**src/rtl/ts_seq_regs.svh**
```systemverilog
// register offsets, field positions, reset values and timing figures of the signal sequencer
`ifndef TS_SEQ_REGS_SVH
`define TS_SEQ_REGS_SVH

`define TS_CTRL_OFS 8'h00
`define TS_STATUS_OFS 8'h04
`define TS_IRQ_STAT_OFS 8'h08
`define TS_IRQ_MASK_OFS 8'h0C

`define TS_CTRL_PAT_LSB 0
`define TS_CTRL_FLASH_BIT 2
`define TS_CTRL_RST 3'h0
`define TS_MASK_RST 4'h0

`define TS_ST_STEP_LSB 0
`define TS_ST_STATE_LSB 3
`define TS_ST_PAT_LSB 7
`define TS_ST_MANUAL_BIT 9
`define TS_ST_GG_BIT 10
`define TS_ST_FAIL_BIT 11

`define TS_IRQ_GG_BIT 0
`define TS_IRQ_FAIL_BIT 1
`define TS_IRQ_FLASH_BIT 2
`define TS_IRQ_STEP_BIT 3

`define TS_RESP_OKAY 2'h0
`define TS_RESP_SLVERR 2'h2
`define TS_SCHED_FLASH 2'h3

`define TS_CLK_NS 8
`define TS_CS_NS 10000000
`define TS_MS_PER_CS 10
`define TS_SEC_CS 100
`define TS_ALLRED_MS 5000
`define TS_FLASH_MS 1000
`define TS_MIN_SHORT_MS 950
`define TS_MIN_MID_MS 950
`define TS_MIN_LONG_MS 8000
`define TS_MAX_SHORT_MS 35000
`define TS_MAX_MID_MS 110000
`define TS_MAX_LONG_MS 110000

`endif

```
**src/rtl/ts_seq_pkg.sv**
```systemverilog
// types and step table of the signal sequencer
package ts_seq_pkg;

  typedef struct packed {
    logic arrow;
    logic ped_red;
    logic ped_grn;
    logic red;
    logic amber;
    logic green;
  } ts_lamp_t;

  // phases 0 and 1 are major road, 2 and 3 minor road
  typedef ts_lamp_t [3:0] ts_lamps_t;

  typedef enum logic [3:0] {
    TS_ALLRED = 4'h1,
    TS_RUN = 4'h2,
    TS_FLASH = 4'h4,
    TS_FAULT = 4'h8
  } ts_state_t;

  typedef enum logic [1:0] {
    TS_SHORT = 2'h0,
    TS_MIDDLE = 2'h1,
    TS_LONG = 2'h2
  } ts_class_t;

  typedef enum logic [1:0] {
    TS_TIMING_PATTERN_ONE = 2'h0,
    TS_TIMING_PATTERN_TWO = 2'h1,
    TS_TIMING_PATTERN_THREE = 2'h2
  } ts_pat_t;

  typedef struct packed {
    ts_lamps_t lamps;
    ts_class_t cls;
    logic [6:0] secs;
    logic [2:0] slot;
  } ts_step_t;

  localparam logic [2:0] TS_SHARED = 3'h7;
  localparam logic [5:0] VG_PR = 6'h11;
  localparam logic [5:0] VA_PR = 6'h12;
  localparam logic [5:0] VR_PR = 6'h14;
  localparam logic [5:0] VR_PG = 6'h0C;
  localparam logic [5:0] VR_AR = 6'h34;

  // seconds of the five pattern-dependent steps, per timing pattern
  localparam logic [6:0] TS_PAT_SECS [3][5] = '{
    '{7'h1E, 7'h02, 7'h14, 7'h02, 7'h0A},
    '{7'h2D, 7'h03, 7'h19, 7'h03, 7'h0C},
    '{7'h3C, 7'h03, 7'h23, 7'h03, 7'h0F}
  };

  function automatic ts_step_t ts_step_row(input logic [2:0] idx);
    ts_step_t r;
    r = '0;
    case (idx)
      3'h0: r = '{lamps: {VR_PG, VR_PG, VG_PR, VG_PR}, cls: TS_LONG, secs: 7'h00, slot: 3'h0};
      3'h1: r = '{lamps: {VR_PR, VR_PR, VA_PR, VA_PR}, cls: TS_SHORT, secs: 7'h03, slot: TS_SHARED};
      3'h2: r = '{lamps: {VR_PR, VR_PR, VR_PR, VR_PR}, cls: TS_SHORT, secs: 7'h00, slot: 3'h1};
      3'h3: r = '{lamps: {VG_PR, VG_PR, VR_PG, VR_PG}, cls: TS_LONG, secs: 7'h00, slot: 3'h2};
      3'h4: r = '{lamps: {VA_PR, VA_PR, VR_PR, VR_PR}, cls: TS_SHORT, secs: 7'h03, slot: TS_SHARED};
      3'h5: r = '{lamps: {VR_PR, VR_PR, VR_PR, VR_PR}, cls: TS_SHORT, secs: 7'h00, slot: 3'h3};
      3'h6: r = '{lamps: {VR_PR, VR_PR, VR_AR, VR_AR}, cls: TS_MIDDLE, secs: 7'h00, slot: 3'h4};
      default: r = '{lamps: {VR_PR, VR_PR, VR_PR, VR_PR}, cls: TS_SHORT, secs: 7'h02, slot: TS_SHARED};
    endcase
    return r;
  endfunction

endpackage

```
**src/rtl/ts_seq_sync.sv**
```systemverilog
// three-stage input synchroniser with agreement filter
`timescale 1ns/10ps
module ts_seq_sync #(
  parameter int W = 1
) (
  input wire logic aclk,
  input wire logic aresetn,
  input wire logic [W-1:0] d,
  output logic [W-1:0] q
);
  logic [W-1:0] s1_ff, s2_ff, s3_ff, q_ff;
  logic [W-1:0] nxt_q;

  // output follows only bits where stage two and three agree
  always_comb begin
    nxt_q = (q_ff & (s2_ff ^ s3_ff)) | (s3_ff & ~(s2_ff ^ s3_ff));
  end

  always_ff @(posedge aclk) begin
    if (!aresetn) begin
      s1_ff <= '0;
      s2_ff <= '0;
      s3_ff <= '0;
      q_ff <= '0;
    end else begin
      s1_ff <= d;
      s2_ff <= s1_ff;
      s3_ff <= s2_ff;
      q_ff <= nxt_q;
    end
  end

  assign q = q_ff;
endmodule

```
**src/rtl/ts_seq_top.sv**
```systemverilog
// signal step sequencer with flashing, manual and multi-pattern modes and an AXI4-Lite register slave
//
// Added by the designer: the AXI4-Lite interface to the registers and the placing of the registers.
`timescale 1ns/10ps
`include "ts_seq_regs.svh"
// What this block does
// - flashing alternates major amber with minor red
// - flashing keeps pedestrian and arrow lamps dark
// - time-switch flash selection enters flashing
// - panel flash switch enters flashing
// - over-long step enters abnormal flashing
// - crossing greens enter abnormal flashing
// - manual button advances exactly one step
// - manual mode holds step without timeout
// - three patterns set five step times, patterns two and three differ in three of them
// - start: five seconds all red, then step one
// - steps honour class minimum times, and class maximum times outside manual mode
// - abnormal flashing holds until reset button
// - priority: flashing, then manual, then automatic
module ts_seq_top #(
  parameter int unsigned CS_CYC = `TS_CS_NS / `TS_CLK_NS,
  parameter int unsigned FLASH_CS = `TS_FLASH_MS / `TS_MS_PER_CS
) (
  input wire logic aclk,
  input wire logic aresetn,
  input wire logic [7:0] s_axi_awaddr,
  input wire logic s_axi_awvalid,
  output logic s_axi_awready,
  input wire logic [31:0] s_axi_wdata,
  input wire logic [3:0] s_axi_wstrb,
  input wire logic s_axi_wvalid,
  output logic s_axi_wready,
  output logic [1:0] s_axi_bresp,
  output logic s_axi_bvalid,
  input wire logic s_axi_bready,
  input wire logic [7:0] s_axi_araddr,
  input wire logic s_axi_arvalid,
  output logic s_axi_arready,
  output logic [31:0] s_axi_rdata,
  output logic [1:0] s_axi_rresp,
  output logic s_axi_rvalid,
  input wire logic s_axi_rready,
  input wire logic [1:0] sched_sel,
  input wire logic flash_sw,
  input wire logic manual_sel,
  input wire logic manual_btn,
  input wire logic reset_btn,
  input wire logic [3:0] green_sense,
  output ts_seq_pkg::ts_lamps_t lamps,
  output logic [2:0] step_num,
  output logic gg_lamp,
  output logic fail_lamp,
  output logic irq
);
  logic [9:0] syn, syn_d_ff;
  logic [1:0] s_sched;
  logic s_flash, s_man, press_man, press_rst, gg_conf, flash_req;
  ts_seq_pkg::ts_step_t row;
  logic [13:0] dur_cs, min_cs, max_cs;
  logic [6:0] secs;
  ts_seq_pkg::ts_state_t state_ff, nxt_state;
  logic [2:0] step_ff, nxt_step;
  logic [1:0] pat_ff, nxt_pat, pat_pick;
  logic [13:0] el_ff, nxt_el, fl_ff, nxt_fl;
  logic [20:0] cs_ff, nxt_cs;
  logic ph_ff, nxt_ph, gg_ff, nxt_gg, fail_ff, nxt_fail, tick;
  ts_seq_pkg::ts_lamps_t lamps_ff, nxt_lamps;
  logic [3:0] ev_set;
  logic [2:0] ctrl_ff, nxt_ctrl;
  logic [3:0] stat_ff, nxt_stat, mask_ff, nxt_mask;
  logic irq_ff, nxt_irq;
  logic [7:0] awa_ff, nxt_awa;
  logic [31:0] wd_ff, nxt_wd, rdata_ff, nxt_rdata;
  logic aw_have_ff, nxt_aw_have, w_have_ff, nxt_w_have;
  logic awready_ff, nxt_awready, wready_ff, nxt_wready, bvalid_ff, nxt_bvalid;
  logic arready_ff, nxt_arready, rvalid_ff, nxt_rvalid;
  logic [1:0] bresp_ff, nxt_bresp, rresp_ff, nxt_rresp;
  logic do_wr, do_rd, stat_rd;

  ts_seq_sync #(.W(10)) u_sync (
    .aclk(aclk),
    .aresetn(aresetn),
    .d({green_sense, reset_btn, manual_btn, manual_sel, flash_sw, sched_sel}),
    .q(syn)
  );

  always_comb begin
    s_sched = syn[1:0];
    s_flash = syn[2];
    s_man = syn[3];
    press_man = syn[4] & ~syn_d_ff[4];
    press_rst = syn[5] & ~syn_d_ff[5];
    gg_conf = (|syn[7:6]) & (|syn[9:8]);
    flash_req = (s_sched == `TS_SCHED_FLASH) | s_flash | ctrl_ff[`TS_CTRL_FLASH_BIT];
    tick = (cs_ff == 21'(CS_CYC - 1));
    nxt_cs = tick ? 21'h0 : cs_ff + 21'h1;
    // pattern: panel field 0 follows the time switch
    if (ctrl_ff[1:0] == 2'h0) begin
      pat_pick = (s_sched == `TS_SCHED_FLASH) ? 2'h0 : s_sched;
    end else begin
      pat_pick = ctrl_ff[1:0] - 2'h1;
    end
    if (pat_pick == 2'h3) begin
      pat_pick = 2'h0;
    end
    row = ts_seq_pkg::ts_step_row(step_ff);
    secs = (row.slot == ts_seq_pkg::TS_SHARED) ? row.secs : ts_seq_pkg::TS_PAT_SECS[pat_ff][row.slot];
    dur_cs = 14'(int'(secs) * `TS_SEC_CS);
    case (row.cls)
      ts_seq_pkg::TS_SHORT: begin
        min_cs = 14'(`TS_MIN_SHORT_MS / `TS_MS_PER_CS);
        max_cs = 14'(`TS_MAX_SHORT_MS / `TS_MS_PER_CS);
      end
      ts_seq_pkg::TS_MIDDLE: begin
        min_cs = 14'(`TS_MIN_MID_MS / `TS_MS_PER_CS);
        max_cs = 14'(`TS_MAX_MID_MS / `TS_MS_PER_CS);
      end
      default: begin
        min_cs = 14'(`TS_MIN_LONG_MS / `TS_MS_PER_CS);
        max_cs = 14'(`TS_MAX_LONG_MS / `TS_MS_PER_CS);
      end
    endcase
  end

  // mode and step sequencing
  always_comb begin
    nxt_state = state_ff;
    nxt_step = step_ff;
    nxt_pat = pat_ff;
    nxt_gg = gg_ff;
    nxt_fail = fail_ff;
    nxt_el = (tick && el_ff != 14'h3FFF) ? el_ff + 14'h1 : el_ff;
    ev_set = 4'h0;
    case (state_ff)
      ts_seq_pkg::TS_ALLRED: begin
        if (flash_req) begin
          nxt_state = ts_seq_pkg::TS_FLASH;
        end else if (el_ff >= 14'(`TS_ALLRED_MS / `TS_MS_PER_CS)) begin
          nxt_state = ts_seq_pkg::TS_RUN;
          nxt_step = 3'h0;
          nxt_pat = pat_pick;
          nxt_el = 14'h0;
        end
      end
      ts_seq_pkg::TS_RUN: begin
        if (flash_req) begin
          nxt_state = ts_seq_pkg::TS_FLASH;
        end else if (s_man) begin
          if (press_man && el_ff >= min_cs) begin
            nxt_step = step_ff + 3'h1;
            nxt_el = 14'h0;
          end
        end else if (el_ff >= max_cs) begin
          nxt_state = ts_seq_pkg::TS_FAULT;
          nxt_fail = 1'b1;
        end else if (el_ff >= dur_cs && el_ff >= min_cs) begin
          nxt_step = step_ff + 3'h1;
          nxt_el = 14'h0;
        end
        if (nxt_step != step_ff && nxt_step == 3'h0) begin
          nxt_pat = pat_pick;
        end
      end
      ts_seq_pkg::TS_FLASH: begin
        if (!flash_req) begin
          nxt_state = ts_seq_pkg::TS_RUN;
          nxt_step = 3'h0;
          nxt_pat = pat_pick;
          nxt_el = 14'h0;
        end
      end
      ts_seq_pkg::TS_FAULT: begin
        nxt_state = ts_seq_pkg::TS_FAULT;
      end
      default: begin
        nxt_state = ts_seq_pkg::TS_ALLRED;
      end
    endcase
    if (gg_conf) begin
      nxt_state = ts_seq_pkg::TS_FAULT;
      nxt_gg = 1'b1;
    end else if (press_rst && !gg_conf) begin
      nxt_state = s_flash ? ts_seq_pkg::TS_FLASH : ts_seq_pkg::TS_ALLRED;
      nxt_step = 3'h0;
      nxt_el = 14'h0;
      nxt_gg = 1'b0;
      nxt_fail = 1'b0;
    end
    ev_set[`TS_IRQ_GG_BIT] = nxt_gg & ~gg_ff;
    ev_set[`TS_IRQ_FAIL_BIT] = nxt_fail & ~fail_ff;
    ev_set[`TS_IRQ_FLASH_BIT] = (nxt_state == ts_seq_pkg::TS_FLASH) && (state_ff != ts_seq_pkg::TS_FLASH);
    ev_set[`TS_IRQ_STEP_BIT] = (nxt_state == ts_seq_pkg::TS_RUN) && (nxt_step != step_ff);
    // flash toggle timebase
    nxt_fl = fl_ff;
    nxt_ph = ph_ff;
    if (tick) begin
      if (fl_ff >= 14'(FLASH_CS - 1)) begin
        nxt_fl = 14'h0;
        nxt_ph = ~ph_ff;
      end else begin
        nxt_fl = fl_ff + 14'h1;
      end
    end
    // lamp drive, all outputs dark while flashing except amber and red groups
    nxt_lamps = '0;
    case (state_ff)
      ts_seq_pkg::TS_RUN: begin
        nxt_lamps = row.lamps;
      end
      ts_seq_pkg::TS_FLASH, ts_seq_pkg::TS_FAULT: begin
        nxt_lamps[0].amber = ph_ff;
        nxt_lamps[1].amber = ph_ff;
        nxt_lamps[2].red = ~ph_ff;
        nxt_lamps[3].red = ~ph_ff;
      end
      default: begin
        nxt_lamps = {4{ts_seq_pkg::VR_PR}};
      end
    endcase
  end

  // AXI4-Lite slave and interrupt status
  always_comb begin
    nxt_awa = awa_ff;
    nxt_wd = wd_ff;
    nxt_aw_have = aw_have_ff | (s_axi_awvalid & awready_ff);
    nxt_w_have = w_have_ff | (s_axi_wvalid & wready_ff);
    if (s_axi_awvalid && awready_ff) begin
      nxt_awa = s_axi_awaddr;
    end
    if (s_axi_wvalid && wready_ff) begin
      nxt_wd = s_axi_wdata;
    end
    do_wr = aw_have_ff & w_have_ff & ~bvalid_ff;
    nxt_ctrl = ctrl_ff;
    nxt_mask = mask_ff;
    nxt_bresp = bresp_ff;
    nxt_bvalid = bvalid_ff & ~s_axi_bready;
    if (do_wr) begin
      nxt_aw_have = 1'b0;
      nxt_w_have = 1'b0;
      nxt_bvalid = 1'b1;
      nxt_bresp = `TS_RESP_OKAY;
      case (awa_ff[7:2])
        6'(`TS_CTRL_OFS >> 2): begin
          if (s_axi_wstrb[0]) begin
            nxt_ctrl = wd_ff[2:0];
          end
        end
        6'(`TS_IRQ_MASK_OFS >> 2): begin
          if (s_axi_wstrb[0]) begin
            nxt_mask = wd_ff[3:0];
          end
        end
        6'(`TS_STATUS_OFS >> 2), 6'(`TS_IRQ_STAT_OFS >> 2): begin
          nxt_bresp = `TS_RESP_OKAY;
        end
        default: begin
          nxt_bresp = `TS_RESP_SLVERR;
        end
      endcase
    end
    nxt_awready = ~nxt_aw_have & ~nxt_bvalid;
    nxt_wready = ~nxt_w_have & ~nxt_bvalid;
    do_rd = s_axi_arvalid & arready_ff;
    stat_rd = 1'b0;
    nxt_rdata = rdata_ff;
    nxt_rresp = rresp_ff;
    nxt_rvalid = rvalid_ff & ~s_axi_rready;
    if (do_rd) begin
      nxt_rvalid = 1'b1;
      nxt_rresp = `TS_RESP_OKAY;
      case (s_axi_araddr[7:2])
        6'(`TS_CTRL_OFS >> 2): nxt_rdata = {29'h0, ctrl_ff};
        6'(`TS_STATUS_OFS >> 2): nxt_rdata = {20'h0, fail_ff, gg_ff, s_man, pat_ff, state_ff, step_ff};
        6'(`TS_IRQ_STAT_OFS >> 2): begin
          nxt_rdata = {28'h0, stat_ff};
          stat_rd = 1'b1;
        end
        6'(`TS_IRQ_MASK_OFS >> 2): nxt_rdata = {28'h0, mask_ff};
        default: begin
          nxt_rdata = 32'h0;
          nxt_rresp = `TS_RESP_SLVERR;
        end
      endcase
    end
    nxt_arready = ~nxt_rvalid & ~do_rd;
    // read clears, a same-cycle event still sets
    nxt_stat = (stat_rd ? 4'h0 : stat_ff) | ev_set;
    nxt_irq = |(nxt_stat & nxt_mask);
  end

  always_ff @(posedge aclk) begin
    if (!aresetn) begin
      syn_d_ff <= 10'h000;
      cs_ff <= 21'h0;
      state_ff <= ts_seq_pkg::TS_ALLRED;
      step_ff <= 3'h0;
      pat_ff <= 2'h0;
      el_ff <= 14'h0;
      fl_ff <= 14'h0;
      ph_ff <= 1'b0;
      gg_ff <= 1'b0;
      fail_ff <= 1'b0;
      lamps_ff <= {4{ts_seq_pkg::VR_PR}};
      ctrl_ff <= `TS_CTRL_RST;
      mask_ff <= `TS_MASK_RST;
      stat_ff <= 4'h0;
      irq_ff <= 1'b0;
      awa_ff <= 8'h00;
      wd_ff <= 32'h0;
      aw_have_ff <= 1'b0;
      w_have_ff <= 1'b0;
      awready_ff <= 1'b0;
      wready_ff <= 1'b0;
      bvalid_ff <= 1'b0;
      bresp_ff <= 2'h0;
      arready_ff <= 1'b0;
      rvalid_ff <= 1'b0;
      rresp_ff <= 2'h0;
      rdata_ff <= 32'h0;
    end else begin
      syn_d_ff <= syn;
      cs_ff <= nxt_cs;
      state_ff <= nxt_state;
      step_ff <= nxt_step;
      pat_ff <= nxt_pat;
      el_ff <= nxt_el;
      fl_ff <= nxt_fl;
      ph_ff <= nxt_ph;
      gg_ff <= nxt_gg;
      fail_ff <= nxt_fail;
      lamps_ff <= nxt_lamps;
      ctrl_ff <= nxt_ctrl;
      mask_ff <= nxt_mask;
      stat_ff <= nxt_stat;
      irq_ff <= nxt_irq;
      awa_ff <= nxt_awa;
      wd_ff <= nxt_wd;
      aw_have_ff <= nxt_aw_have;
      w_have_ff <= nxt_w_have;
      awready_ff <= nxt_awready;
      wready_ff <= nxt_wready;
      bvalid_ff <= nxt_bvalid;
      bresp_ff <= nxt_bresp;
      arready_ff <= nxt_arready;
      rvalid_ff <= nxt_rvalid;
      rresp_ff <= nxt_rresp;
      rdata_ff <= nxt_rdata;
    end
  end

  assign lamps = lamps_ff;
  assign step_num = step_ff;
  assign gg_lamp = gg_ff;
  assign fail_lamp = fail_ff;
  assign irq = irq_ff;
  assign s_axi_awready = awready_ff;
  assign s_axi_wready = wready_ff;
  assign s_axi_bvalid = bvalid_ff;
  assign s_axi_bresp = bresp_ff;
  assign s_axi_arready = arready_ff;
  assign s_axi_rvalid = rvalid_ff;
  assign s_axi_rresp = rresp_ff;
  assign s_axi_rdata = rdata_ff;
endmodule

```
**config.mk**
```make
export PLATFORM = sky130hd
export DESIGN_NAME = ts_seq_top
export DESIGN_NICKNAME = d
export VERILOG_FILES = /design/src/rtl/ts_seq_pkg.sv /design/src/rtl/ts_seq_sync.sv /design/src/rtl/ts_seq_top.sv
export VERILOG_INCLUDE_DIRS = /design/src /design/src/rtl
export SDC_FILE = /design/constraint.sdc
export NUM_CORES = 1
export LEC_CHECK = 0
export BUFFER_PORTS_ARGS = -buffer_cell sky130_fd_sc_hd__buf_2
export CAP_MARGIN = 15
export CORE_ASPECT_RATIO = 1.25
export CORE_MARGIN = 10
export CORE_UTILIZATION = 61
export CTS_BUF_LIST = sky130_fd_sc_hd__clkbuf_4 sky130_fd_sc_hd__clkbuf_8 sky130_fd_sc_hd__clkbuf_16
export DETAILED_ROUTE_END_ITERATION = 6
export PLACE_DENSITY = 0.85
export SETUP_SLACK_MARGIN = 0.05
export SYNTH_ARGS = -nofsm -noshare
export SYNTH_HDL_FRONTEND = slang
export SYNTH_SLANG_ARGS = --single-unit
```
**constraint.sdc**
```tcl
create_clock -name aclk -period 13.47 [get_ports aclk]
set_clock_uncertainty 0.15 [all_clocks]
set_input_delay 0.6735 -clock aclk [delete_from_list [all_inputs] [get_ports aclk]]
set_output_delay 0.6735 -clock aclk [all_outputs]
set_load 0.01 [all_outputs]
```
==> impl_metrics.py <==
metrics = {
    "status": {
        "status": "finished clean",
    },
    "timing": {
        "timing.fmax_mhz": 138,
        "finalCritPeriodShare": 0.539,
        "unrepaired_setup_endpoints_after_global_routing": "no",
        "layout_min_cycle_time_ns": 7.26,
        "setup_ws_ns": 6.21,
        "final_hold_violations": 0,
        "drv_slew": 0,
        "finalHoldWorstSlack_ns": 0.284,
        "tightest_slew_ns": 1.10,
        "setup-tns-final_ns": 0,
        "worst_slew_margin_rel": 0.249,
        "report.final.setup_viol": 0,
    },
    "global_route": {
        "overflow": 0,
        "grt_start_max_net_pins": 57,
        "global_route_wire_length_before_repair_um": 30500,
        "via_count_of_the_first_global_routing_pass": 6659,
        "antenna_violations_before_repair": 0,
        "grt.total_usage": 0.201,
    },
    "detailed_routing": {
        "wl_per_cell_um": 15.7,
        "routed_wirelength_um": 18100,
        "detail_route.iter0.violations": 457,
        "avgViaCountPerCell": 5.68,
        "drt_pre_antenna_iters": 5,
        "antenna_violating_nets_post_route": 0,
        "num_vias": 6559,
        "drc_errors": 0,
    },
    "place": {
        "place_hpwl_um": 12500,
        "gp_congestion": 0.902,
        "number_of_port_buffers": 80,
        "worst_setup_timing_slack_at_the_placement_stage_ns": 6.43,
    },
    "setup_path": {
        "cpMostUsedCell": "sky130_fd_sc_hd__ha_1",
        "worstPathArrival_ns": 7.40,
        "timing.critical_path.to_type": "flip-flop",
        "worstSetupStartpointType": "flip-flop",
        "cp_slowest_stage_delay_ns": 0.62,
        "timing.critical_path.slowest_stage_cell": "sky130_fd_sc_hd__dfxtp_1",
        "timing_worst_setup_path_type": "reg -> reg",
        "worstPathMaxFanout": 14,
        "cp.required_ns": 13.61,
    },
    "synth": {
        "syn_area_mm2": 0.00801,
        "yosys_register_bits": 156,
        "synth.yosys.warnings": 0,
        "yosysUniqueCellTypes": 72,
        "gate_count_after_technology_mapping": 915,
        "ys.flop_type": "sky130_fd_sc_hd__dfxtp_1",
        "synthArstFlopShare": 0,
        "postSynthAreaPerCell_um2": 8.76,
        "synth.yosys.seq_area_share": 0.390,
        "synth_enable_flop_cells": 0,
    },
    "clocking": {
        "cts_max_level": 4,
        "postCtsSetupRepairBufs": 0,
        "cts_buffers": 17,
        "clkSinkCount": 156,
        "path_clk_slew_ns": 0.06,
        "post_cts_hold_buffer_count": 0,
        "cts_resized": 0,
        "clock_tree_from_tritoncts": "yes",
        "ctsRootBufferMaster": "sky130_fd_sc_hd__clkbuf_16",
        "clock_latency_ns": 0.42,
        "clock_tree.buffer_depth": 2,
    },
    "die": {
        "placementRows": 46,
        "starting_density_of_the_core": 0.627,
        "die_x_um": 123,
        "design.die.area_mm2": 0.0181,
        "die_height_um": 148,
        "core_mm2": 0.0128,
        "floorplan.io_pins": 140,
    },
    "power_and_ir_drop": {
        "max-vdd-ir-drop_v": 0.000115,
        "cell_pwr_density_mw_per_mm2": 112,
        "p_total_mw": 1.00,
        "cellLeakagePower_nw": 3.86,
    },
    "final_layout": {
        "area_delta_synth_final_pct": 11.6,
        "fillerInstances": 985,
        "post-route-util": 0.700,
        "final_layout_size_suffix_gt1_frac": 0.146,
        "total_number_of_nets_in_the_final_design": 1103,
        "insertedDiodeCount": 0,
    },
    "flow_run": {
        "max_cap_violations": 0,
    },
    "min_path": {
        "worstHoldPathType": "reg -> reg",
    },
}
## sequential cells by signal, indices dropped and copies added (netlist names), 4 cells and up, named ones only
signal and count:
cs_ff 21, state_ff 4, mask_ff 4, u_sync.s3_ff 10, awa_ff 6, fl_ff 14
el_ff 14, lamps 10, u_sync.s1_ff 10, u_sync.s2_ff 10, wd_ff 4, stat_ff 4
s_axi_rdata 12
## power breakdown
| group | internal (mW) | total, mW | switching (mW) |
|---|---|---|---|
| Clock | 0.298 | 0.494 | 0.196 |
| Combinational | 0.0114 | 0.0325 | 0.0211 |
| Sequential | 0.469 | 0.474 | 0.00496 |
## layer usage
| layer | track usage | share of wire | vias to the layer above |
|---|---|---|---|
| met4 | 0.0832 | 0.026 | 0 |
| met5 | 0 | 0 | - |
| li1 | - | - | 3262 |
| met2 | 0.367 | 0.52 | 197 |
| met1 | 0.219 | 0.40 | 3058 |
| met3 | 0.0417 | 0.050 | 42 |
## cells by family (layout without fill, tap and decap cells)
kind of cell             Yosys count  after routing  synth area share
AND/OR/NAND/NOR                  364            364             0.237
other                              1             24          0.000468
multiplexers                      21             21            0.0314
flip-flops                       156            156             0.390
AO/OA/AOI/OAI                    159            159             0.125
adder cells (fa/ha/maj)           61             61            0.0962
buffers and inverters            108            156            0.0711
XOR/XNOR                          45             45            0.0492
## area by class of cell
type	count	area (µm²)	share of cell area
repair buffers	85	438	0.0490
clock buffers	22	488	0.0546
flip-flops and latches	156	3120	0.349
well taps	168	210	0.0235
inverters	39	146	0.0164
multi-input cells	674	4410	0.493
clock inverters	10	128	0.0143
## placed cells by master, fill, tap and decap left out, types with 9 or more instances in the layout
cell,instances
sky130_fd_sc_hd__dfxtp_1,156
sky130_fd_sc_hd__nor2_1,91
sky130_fd_sc_hd__xnor2_1,30
sky130_fd_sc_hd__and2_1,37
sky130_fd_sc_hd__nor4_1,13
sky130_fd_sc_hd__o21ai_0,25
sky130_fd_sc_hd__buf_2,80
sky130_fd_sc_hd__nand3_1,28
sky130_fd_sc_hd__and3_1,26
sky130_fd_sc_hd__xor2_1,15
sky130_fd_sc_hd__nor2b_1,10
sky130_fd_sc_hd__ha_1,60
sky130_fd_sc_hd__nor2_4,10
sky130_fd_sc_hd__a21oi_1,62
sky130_fd_sc_hd__conb_1,24
sky130_fd_sc_hd__mux2i_1,15
sky130_fd_sc_hd__nand2_1,79
sky130_fd_sc_hd__clkbuf_16,17
sky130_fd_sc_hd__nor3_1,15
sky130_fd_sc_hd__a22oi_1,9
sky130_fd_sc_hd__nand4_1,14
sky130_fd_sc_hd__inv_1,38
## per-stage QoR
stage          area, µm²  cells
3_5_place_dp        8320   1122
2_1_floorplan       8100    938
3_3_place_gp        8320   1122
4_1_cts             8940   1154
5_1_grt             8940   1154
6_report            8940   1154
## path summary, 6_finish.rpt
| kind | endpoint | start | slack, ns | depth (start not counted) |
|---|---|---|---|---|
| max | el_ff[13] | step_num[2] | 6.21 | 27 |
| min | u_sync.s2_ff[4] | u_sync.s1_ff[4] | 0.28 | 1 |
| max reg2reg | el_ff[13] | step_num[2] | 6.21 | 27 |
| min reg2reg | u_sync.s2_ff[4] | u_sync.s1_ff[4] | 0.28 | 1 |
## worst max-delay path, delay by kind of cell, from the launching register on
| kind | cells | cell delay (ns) |
|---|---|---|
| fa+ha+maj | 6 | 2.00 |
| xor+xnor | 1 | 0.15 |
| flops | 1 | 0.62 |
| compound gates | 10 | 2.22 |
| simple gates | 5 | 1.18 |
| buf+inv | 5 | 0.80 |
## synth_stat cells, drive strengths merged (26+ instances only)
cell type,number,area (µm²)
and3,26,163
ha,60,751
inv,38,143
o21ai,27,135
buf,41,317
a21oi,63,319
xnor2,30,263
nand3,28,140
nor2,101,454
dfxtp,156,3120
clkbuf,28,106
nand2,79,297
and2,39,246
(Power assumes the default switching activity.)
